<file path="src/cpfc_map.vh">
/*
  Constants of the codec port frame configuration block: field widths,
  reset values and serial clock divider counts.
  Assumes a 10 MHz core clock; included by the design files only.
*/
`ifndef CPFC_MAP_VH
`define CPFC_MAP_VH

// Core clock period in ns
`define CPFC_CLK_PERIOD_NS 100
// Generated serial clock half period in ns
`define CPFC_SCLK_HALF_NS 400
// Half period in core cycles, rounded down, at least one
`define CPFC_SCLK_HALF_CYC ((`CPFC_SCLK_HALF_NS / `CPFC_CLK_PERIOD_NS) < 1 ? 1 : \
  (`CPFC_SCLK_HALF_NS / `CPFC_CLK_PERIOD_NS))
// Last divider count of a half period (four core cycles)
`define CPFC_DIV_LAST 4'h3
`define CPFC_DIV_W 4
`define CPFC_SAMPLE_W 16
`define CPFC_SLOT_W 5
// Default time slot 0 length in serial clocks
`define CPFC_SLOT0_LEN_RST 5'h10
// Serial clocks per frame, minus one
`define CPFC_FRAME_LEN_RST 8'h3f
`define CPFC_FRAME_W 8

`endif

</file>
<file path="src/cpfc_frame_cfg.v">
/*
  Codec port frame configuration: serial clock and frame sync generation
  or sampling, frame sync length and polarity, sample byte order.
  Assumes configuration bits are static outputs of an MCU register and
  that samples arrive one per core cycle pulse from the DMA path.
*/
// Operation
// Length select 1: frame sync lasts as many serial clocks as slot 0.
// Length select 0: frame sync lasts exactly one serial clock.
// Byte swap 1: reverse byte order of every DMA-moved sample.
// Byte swap 0: samples pass with byte order unchanged.
// Mono I2S channels ignore byte swap; never reorder.
// Serial clock direction 1: pin is input; 0: device drives it.
// Frame sync direction 1: pin is input; 0: device generates and drives it.
// Polarity 1 makes generated frame sync active high, 0 active low.
// Input clock or sync is supplied continuously by the codec; timing follows it.
`timescale 1ns/1ps
`include "cpfc_map.vh"
module cpfc_frame_cfg (
  // Clock and reset
  input wire ref_clk_i,
  input wire nrst_i,
  // Configuration
  input wire frame_sync_length_sel_i,
  input wire sample_byte_swap_i,
  input wire serial_clock_dir_i,
  input wire frame_sync_dir_i,
  input wire frame_sync_polarity_i,
  input wire mono_i2s_i,
  input wire [`CPFC_SLOT_W-1:0] slot0_len_i,
  input wire [`CPFC_FRAME_W-1:0] frame_len_i,
  // Serial clock pin
  input wire serial_clock_i,
  output reg serial_clock_o,
  output wire serial_clock_oe_o,
  // Frame sync pin
  input wire frame_sync_i,
  output reg frame_sync_o,
  output wire frame_sync_oe_o,
  // Timing status
  output reg sclk_rise_o,
  output reg frame_start_o,
  // Sample path
  input wire sample_valid_i,
  input wire [`CPFC_SAMPLE_W-1:0] sample_i,
  output reg sample_valid_o,
  output reg [`CPFC_SAMPLE_W-1:0] sample_o
);
  localparam [`CPFC_DIV_W-1:0] HALF_CYC = `CPFC_DIV_LAST;

  reg [`CPFC_DIV_W-1:0] div_cnt;
  reg int_sclk;
  reg sclk_prev;
  reg fs_prev;
  reg [`CPFC_FRAME_W-1:0] bit_cnt;
  reg [`CPFC_SLOT_W-1:0] fs_cnt;
  reg fs_active;
  // Next-state values of the timing registers
  reg [`CPFC_DIV_W-1:0] next_div_cnt;
  reg next_int_sclk;
  reg [`CPFC_FRAME_W-1:0] next_bit_cnt;
  reg [`CPFC_SLOT_W-1:0] next_fs_cnt;
  reg next_fs_active;
  reg next_frame_start;
  wire frame_wrap;
  wire first_frame;
  wire ext_sclk;
  wire ext_fs;
  wire sclk_now;
  wire sclk_rise;
  wire ext_fs_start;
  wire [`CPFC_SLOT_W-1:0] fs_len;

  function [`CPFC_SAMPLE_W-1:0] swap_bytes;
    input [`CPFC_SAMPLE_W-1:0] d;
    begin
      swap_bytes = {d[7:0], d[15:8]};
    end
  endfunction

  // Frame bit counter step, shared by both sync directions
  function [`CPFC_FRAME_W-1:0] frame_inc;
    input [`CPFC_FRAME_W-1:0] c;
    begin
      frame_inc = c + 8'h01;
    end
  endfunction

  // Pin level of the generated sync for the selected polarity
  function sync_level;
    input active;
    input polarity;
    begin
      sync_level = polarity ? active : ~active;
    end
  endfunction

  // Pin inputs pass four flops (three stages plus filter) before any edge is looked for
  cpfc_sync3 u_sclk_sync (
    .clk_i(ref_clk_i),
    .nrst_i(nrst_i),
    .d_i(serial_clock_i),
    .q_o(ext_sclk)
  );

  cpfc_sync3 u_fs_sync (
    .clk_i(ref_clk_i),
    .nrst_i(nrst_i),
    .d_i(frame_sync_i),
    .q_o(ext_fs)
  );

  assign serial_clock_oe_o = ~serial_clock_dir_i;
  assign frame_sync_oe_o = ~frame_sync_dir_i;
  // External clock replaces internal generation
  assign sclk_now = serial_clock_dir_i ? ext_sclk : int_sclk;
  assign sclk_rise = sclk_now & ~sclk_prev;
  // External sync seen active per programmed polarity
  assign ext_fs_start = frame_sync_dir_i & sclk_rise &
    ((ext_fs == frame_sync_polarity_i) & (fs_prev != frame_sync_polarity_i));
  // Zero slot length would give no pulse; hold at least one clock
  assign fs_len = frame_sync_length_sel_i ?
    ((slot0_len_i == 5'h00) ? 5'h01 : slot0_len_i) : 5'h01;
  // Generated frame ends at the programmed length
  assign frame_wrap = bit_cnt == frame_len_i;
  // First rise after reset opens a frame at once
  assign first_frame = !fs_active && bit_cnt == 8'h00 && fs_cnt == 5'h00;

  // Divider runs even while the pin is an input, so a direction change needs no restart
  always @* begin
    next_div_cnt = div_cnt + 4'h1;
    next_int_sclk = int_sclk;
    if (div_cnt == HALF_CYC) begin
      next_div_cnt = {`CPFC_DIV_W{1'b0}};
      next_int_sclk = ~int_sclk;
    end
  end

  always @(posedge ref_clk_i or negedge nrst_i) begin
    if (!nrst_i) begin
      div_cnt <= {`CPFC_DIV_W{1'b0}};
      int_sclk <= 1'b0;
      serial_clock_o <= 1'b0;
    end else begin
      div_cnt <= next_div_cnt;
      int_sclk <= next_int_sclk;
      serial_clock_o <= int_sclk;
    end
  end

  // Frame timing next state
  always @* begin
    next_bit_cnt = bit_cnt;
    next_fs_cnt = fs_cnt;
    next_fs_active = fs_active;
    next_frame_start = 1'b0;
    if (frame_sync_dir_i) begin
      // External sync: no pulse of our own, counter realigns on each start
      next_fs_active = 1'b0;
      next_fs_cnt = {`CPFC_SLOT_W{1'b0}};
      if (ext_fs_start) begin
        next_bit_cnt = {`CPFC_FRAME_W{1'b0}};
        next_frame_start = 1'b1;
      end else if (sclk_rise) begin
        next_bit_cnt = frame_inc(bit_cnt);
      end
    end else if (sclk_rise) begin
      next_bit_cnt = frame_wrap ? {`CPFC_FRAME_W{1'b0}} : frame_inc(bit_cnt);
      if (frame_wrap || first_frame) begin
        next_fs_active = 1'b1;
        next_fs_cnt = fs_len - 5'h01;
        next_frame_start = 1'b1;
      end else if (fs_cnt != 5'h00) begin
        next_fs_cnt = fs_cnt - 5'h01;
      end else begin
        next_fs_active = 1'b0;
      end
    end
  end

  // Pin follows fs_active one core cycle later
  always @(posedge ref_clk_i or negedge nrst_i) begin
    if (!nrst_i) begin
      sclk_prev <= 1'b0;
      fs_prev <= 1'b0;
      bit_cnt <= {`CPFC_FRAME_W{1'b0}};
      fs_cnt <= {`CPFC_SLOT_W{1'b0}};
      fs_active <= 1'b0;
      frame_sync_o <= 1'b0;
      sclk_rise_o <= 1'b0;
      frame_start_o <= 1'b0;
    end else begin
      sclk_prev <= sclk_now;
      sclk_rise_o <= sclk_rise;
      if (sclk_rise) begin
        fs_prev <= ext_fs;
      end
      bit_cnt <= next_bit_cnt;
      fs_cnt <= next_fs_cnt;
      fs_active <= next_fs_active;
      frame_start_o <= next_frame_start;
      frame_sync_o <= sync_level(fs_active, frame_sync_polarity_i);
    end
  end

  always @(posedge ref_clk_i or negedge nrst_i) begin
    if (!nrst_i) begin
      sample_valid_o <= 1'b0;
      sample_o <= {`CPFC_SAMPLE_W{1'b0}};
    end else begin
      sample_valid_o <= sample_valid_i;
      // Data holds between valid pulses
      if (sample_valid_i) begin
        if (sample_byte_swap_i && !mono_i2s_i) begin
          sample_o <= swap_bytes(sample_i);
        end else begin
          sample_o <= sample_i;
        end
      end
    end
  end
endmodule

</file>
<file path="src/cpfc_sync3.v">
/*
  Three-stage input synchroniser with agreement filter.
  Assumes the input is asynchronous to clk_i; output changes once
  stages two and three agree.
*/
`timescale 1ns/1ps
module cpfc_sync3 (
  // Clock and reset
  input wire clk_i,
  input wire nrst_i,
  // Data
  input wire d_i,
  output reg q_o
);
  reg s1;
  reg s2;
  reg s3;

  always @(posedge clk_i or negedge nrst_i) begin
    if (!nrst_i) begin
      s1 <= 1'b0;
      s2 <= 1'b0;
      s3 <= 1'b0;
      q_o <= 1'b0;
    end else begin
      s1 <= d_i;
      s2 <= s1;
      s3 <= s2;
      if (s2 == s3) begin
        q_o <= s3;
      end
    end
  end
endmodule

</file>
<file path="config.mk">
export PLATFORM = sky130hd
export DESIGN_NAME = cpfc_frame_cfg
export DESIGN_NICKNAME = d
export VERILOG_FILES = /design/src/cpfc_frame_cfg.v /design/src/cpfc_sync3.v
export VERILOG_INCLUDE_DIRS = /design/src
export SDC_FILE = /design/constraint.sdc
export NUM_CORES = 1
export LEC_CHECK = 0
export BUFFER_PORTS_ARGS = -buffer_cell sky130_fd_sc_hd__buf_2
export CAP_MARGIN = 40
export CELL_PAD_IN_SITES_DETAIL_PLACEMENT = 1
export CELL_PAD_IN_SITES_GLOBAL_PLACEMENT = 1
export CORE_ASPECT_RATIO = 1.75
export CORE_UTILIZATION = 36
export CTS_BUF_LIST = sky130_fd_sc_hd__clkbuf_4 sky130_fd_sc_hd__clkbuf_8 sky130_fd_sc_hd__clkbuf_16
export DETAILED_ROUTE_END_ITERATION = 10
export PLACE_DENSITY_LB_ADDON = 0.1
export SETUP_SLACK_MARGIN = 0.5
export SYNTH_ARGS = -nofsm -noshare
export SYNTH_HDL_FRONTEND = slang
export SYNTH_SLANG_ARGS = --single-unit
</file>
<file path="constraint.sdc">
create_clock -name ref_clk_i -period 2.6 [get_ports ref_clk_i]
set_input_delay 0.13 -clock ref_clk_i [delete_from_list [all_inputs] [get_ports ref_clk_i]]
set_output_delay 0.13 -clock ref_clk_i [all_outputs]
set_load 0.05 [all_outputs]
</file>
==> reports/summary.txt <==
buffer and inverter count on the worst path: 2
Hold Path Origin: frame_sync_polarity_i
fin worst setup slack: 0.103 ns
total number of vias: 2172
delay of the slowest critical-path stage: 0.40 ns
final hold vios: 0
Place WS: 0.00235 ns
Hold WC Path Type: in -> reg
worst slew pin tran: 0.619 ns
Clock Path Buffers: 2
static leakage: 1.55 nW
vias in the first global route: 2333
Post-synth ARST share: 100%
status: finished, final reports clean
crit share post-route: 96.0%
dpl cells: 405
maximum VDD drop: 421 uV
Cell Area, Synth: 0.00252 mm2
WP data arrival: 2.69 ns
Avg Cell Area, Syn: 9.88 um2
synth unique cells: 52
Fill cells: 805
Final Power: 2.29 mW
Hold Slack: 0.0680 ns
clock root buffer: clkbuf_16
ranking of synthesized cells by area: dfrtp_1 50%, nand2_1 7.2%, nor2_1 4.5%, a31oi_1 4.2%, xnor2_1 3.1%
Critical R2R Capture: fs_cnt[4]$_DFFE_PN0P_
die height: 113 um
dominant cell type by area after synthesis: dfrtp_1
Residual DRC: 0
Worst EP required: 2.79 ns
drt pass-1 iters: 4
I/O Buffers: 62
PwrDens: 696 mW/mm2
final setup fails: 0
H-Tree Depth: 2
CTS sink cnt: 50
most frequent cell after synthesis: dfrtp_1
synthesized flop and latch total: 50
R2R Path Start: bit_cnt[1]$_DFFE_PN0P_
antenna violations before repair: 0
skew final: 0.00856 ns
Die Area: 0.00735 mm2
GPL Wtd Cong: 0.774
Max Fanout on Critical Path: 4
Diodes inserted: 0
Mapped Cells: 255
GR Util met2: 35.7%
syn_nets: 299
Core Area: 0.00681 mm2
clock slew seen by the registers of the worst setup and hold paths: 0.07 ns
Synth top area share: 49.7%
Warnings, synthesis: 0
max_slew headroom: 58.8%
Detailed Place HPWL: 4940 um
synth cell count leaders: 50 x dfrtp_1, 48 x nand2_1, 30 x nor2_1, 17 x a31oi_1, 9 x xnor2_1
worst hold stages: 2
multi-input logic area: 0.00125 mm2
post-route insts no fill: 421
Max Clock Freq: 400 MHz
cts bufs inserted: 5
Final Max Tran Viols: 0
sequential area share after synthesis: 49.7%
unrepaired setup endpoints after global routing: true
max_cap viols: 0
Worst R2R Path Depth: 13
Main synth FF type: dfrtp_1
CTS tree: done
CP max stage cell: dfrtp_1
Initial Util: 37.0%
gr usage total: 19.5%
largest net degree at the start of global routing: 34
crit end category: register
Post-synth EDFFs: 0
Reg2Reg Setup Slack: 0.10 ns
ANT nets after route: 0
worst skew pair latency: 0.29 ns
FP Rows: 40
startpoint types: register
Final min period: 2.50 ns
met1 usage: 21.6%
crit-path cells: inv_2 -> ha_4 -> nor4b_4 -> nand4b_1 -> o21ai_4 -> mux2_4 -> inv_2 -> ha_4 -> nand2_2 -> mux2i_1 -> a21oi_1 -> mux2_4 -> a32o_1
grt total ovfl: 0
layout cell share with drive strength beyond 1: 36.2%
Setup CP Type: reg -> reg
vias per cell: 5.16
Hold EP: frame_sync_o$_DFF_PN0_
Die X: 65.2 um
initial DRC count: 56
DR WL/cell: 15.7 um
grt peak-use layer: met2
Sequential Area: 0.00125 mm2
Ports: 63
first-pass GRT wire length: 11000 um
Synth-to-Final Area Change: 30.4%
met3 usage: 3.86%
Crit path max-delay family: multiplexers
Routed Wire Length: 6610 um
fin nets: 381
-- state kept, by name (all words and copies together), names as in the netlist, 4 cells and up --
| signal | cells |
|---|---|
| sample_o | 16 |
| bit_cnt | 8 |
| fs_cnt | 5 |
| div_cnt | 4 |
-- cells by family (layout without fill, tap and decap cells) --
| family | count (synthesis) | after routing | synth area share (%) |
|---|---|---|---|
| simple gates | 112 | 112 | 21.7 |
| flops | 50 | 50 | 49.7 |
| compound gates | 45 | 45 | 12.9 |
| buf+inv | 20 | 102 | 4.52 |
| xor+xnor | 16 | 16 | 5.86 |
| fa+ha+maj | 6 | 6 | 2.78 |
| mux | 6 | 6 | 2.63 |
-- stage by stage --
step / util (%) / cell area [um2] / setup TNS, ns
after CTS: 48.1 / 3270 / 0
final: 48.3 / 3280 / 0
after global routing: 48.3 / 3280 / -0.0144
after global placement: 44.1 / 3000 / 0
after detailed placement: 44.1 / 3000 / 0
after floorplan: - / 2550 / 0
-- area by class of cell --
class | count | share of cell area (%)
flip-flops and latches | 50 | 38.2
multi-input cells | 185 | 38.0
repair buffers | 87 | 15.4
clock buffers | 5 | 3.81
well taps | 84 | 3.20
inverters | 8 | 1.07
clock inverters | 2 | 0.305
-- power breakdown --
part           leakage, nW  internal (mW)  switching, mW  total (mW)
Sequential           0.612          0.858         0.0704       0.928
Clock               0.0694          0.348          0.286       0.635
Combinational        0.872          0.303          0.422       0.725
-- cell usage in the layout, fill, tap and decap left out, drive strengths merged, types with 3 or more instances in the layout --
cell type    Yosys  final
ha               4      4
xnor2           10     10
xor2             6      6
nand4            7      7
and3             4      4
buf              5     84
mux2i            4      4
inv              8      8
nand3            6      6
dlygate4sd3      0      3
nor2            30     30
nand2           48     48
nor3             3      3
o211ai           3      3
dfrtp           50     50
clkbuf           7      5
o21ai            5      5
a21oi            8      8
a31oi           17     17
-- per-layer routing --
| metal | share of wire (%) | vias to the layer above |
|---|---|---|
| li1 | - | 1047 |
| met1 | 40 | 1071 |
| met5 | 0 | - |
| met4 | 1.6 | 0 |
| met2 | 55 | 48 |
| met3 | 3.4 | 6 |
-- what timing repair did --
item	in CTS	in global routing
setup buffers	6	0
pin swaps	6	2
setup endpoints to repair	3	3
resized for setup	12	2
cloned	0	0
endpoints found under the hold margin	20	0
hold buffers	3	0
-- worst max path at each step --
| stage | startpoint | to | slack, ns | cells after the start |
|---|---|---|---|---|
| floorplan | bit_cnt[0]$_DFFE_PN0P_ | fs_cnt[4]$_DFFE_PN0P_ | 0.09 | 13 |
| global placement | bit_cnt[2]$_DFFE_PN0P_ | fs_cnt[4]$_DFFE_PN0P_ | 0.08 | 11 |
| detailed placement | bit_cnt[0]$_DFFE_PN0P_ | fs_cnt[4]$_DFFE_PN0P_ | 0.002 | 13 |
| CTS | bit_cnt[1]$_DFFE_PN0P_ | fs_cnt[4]$_DFFE_PN0P_ | 0.09 | 13 |
| global route | bit_cnt[1]$_DFFE_PN0P_ | fs_cnt[4]$_DFFE_PN0P_ | -0.01 | 13 |
| finish | bit_cnt[1]$_DFFE_PN0P_ | fs_cnt[4]$_DFFE_PN0P_ | 0.10 | 13 |
(Power assumes the default switching activity.)
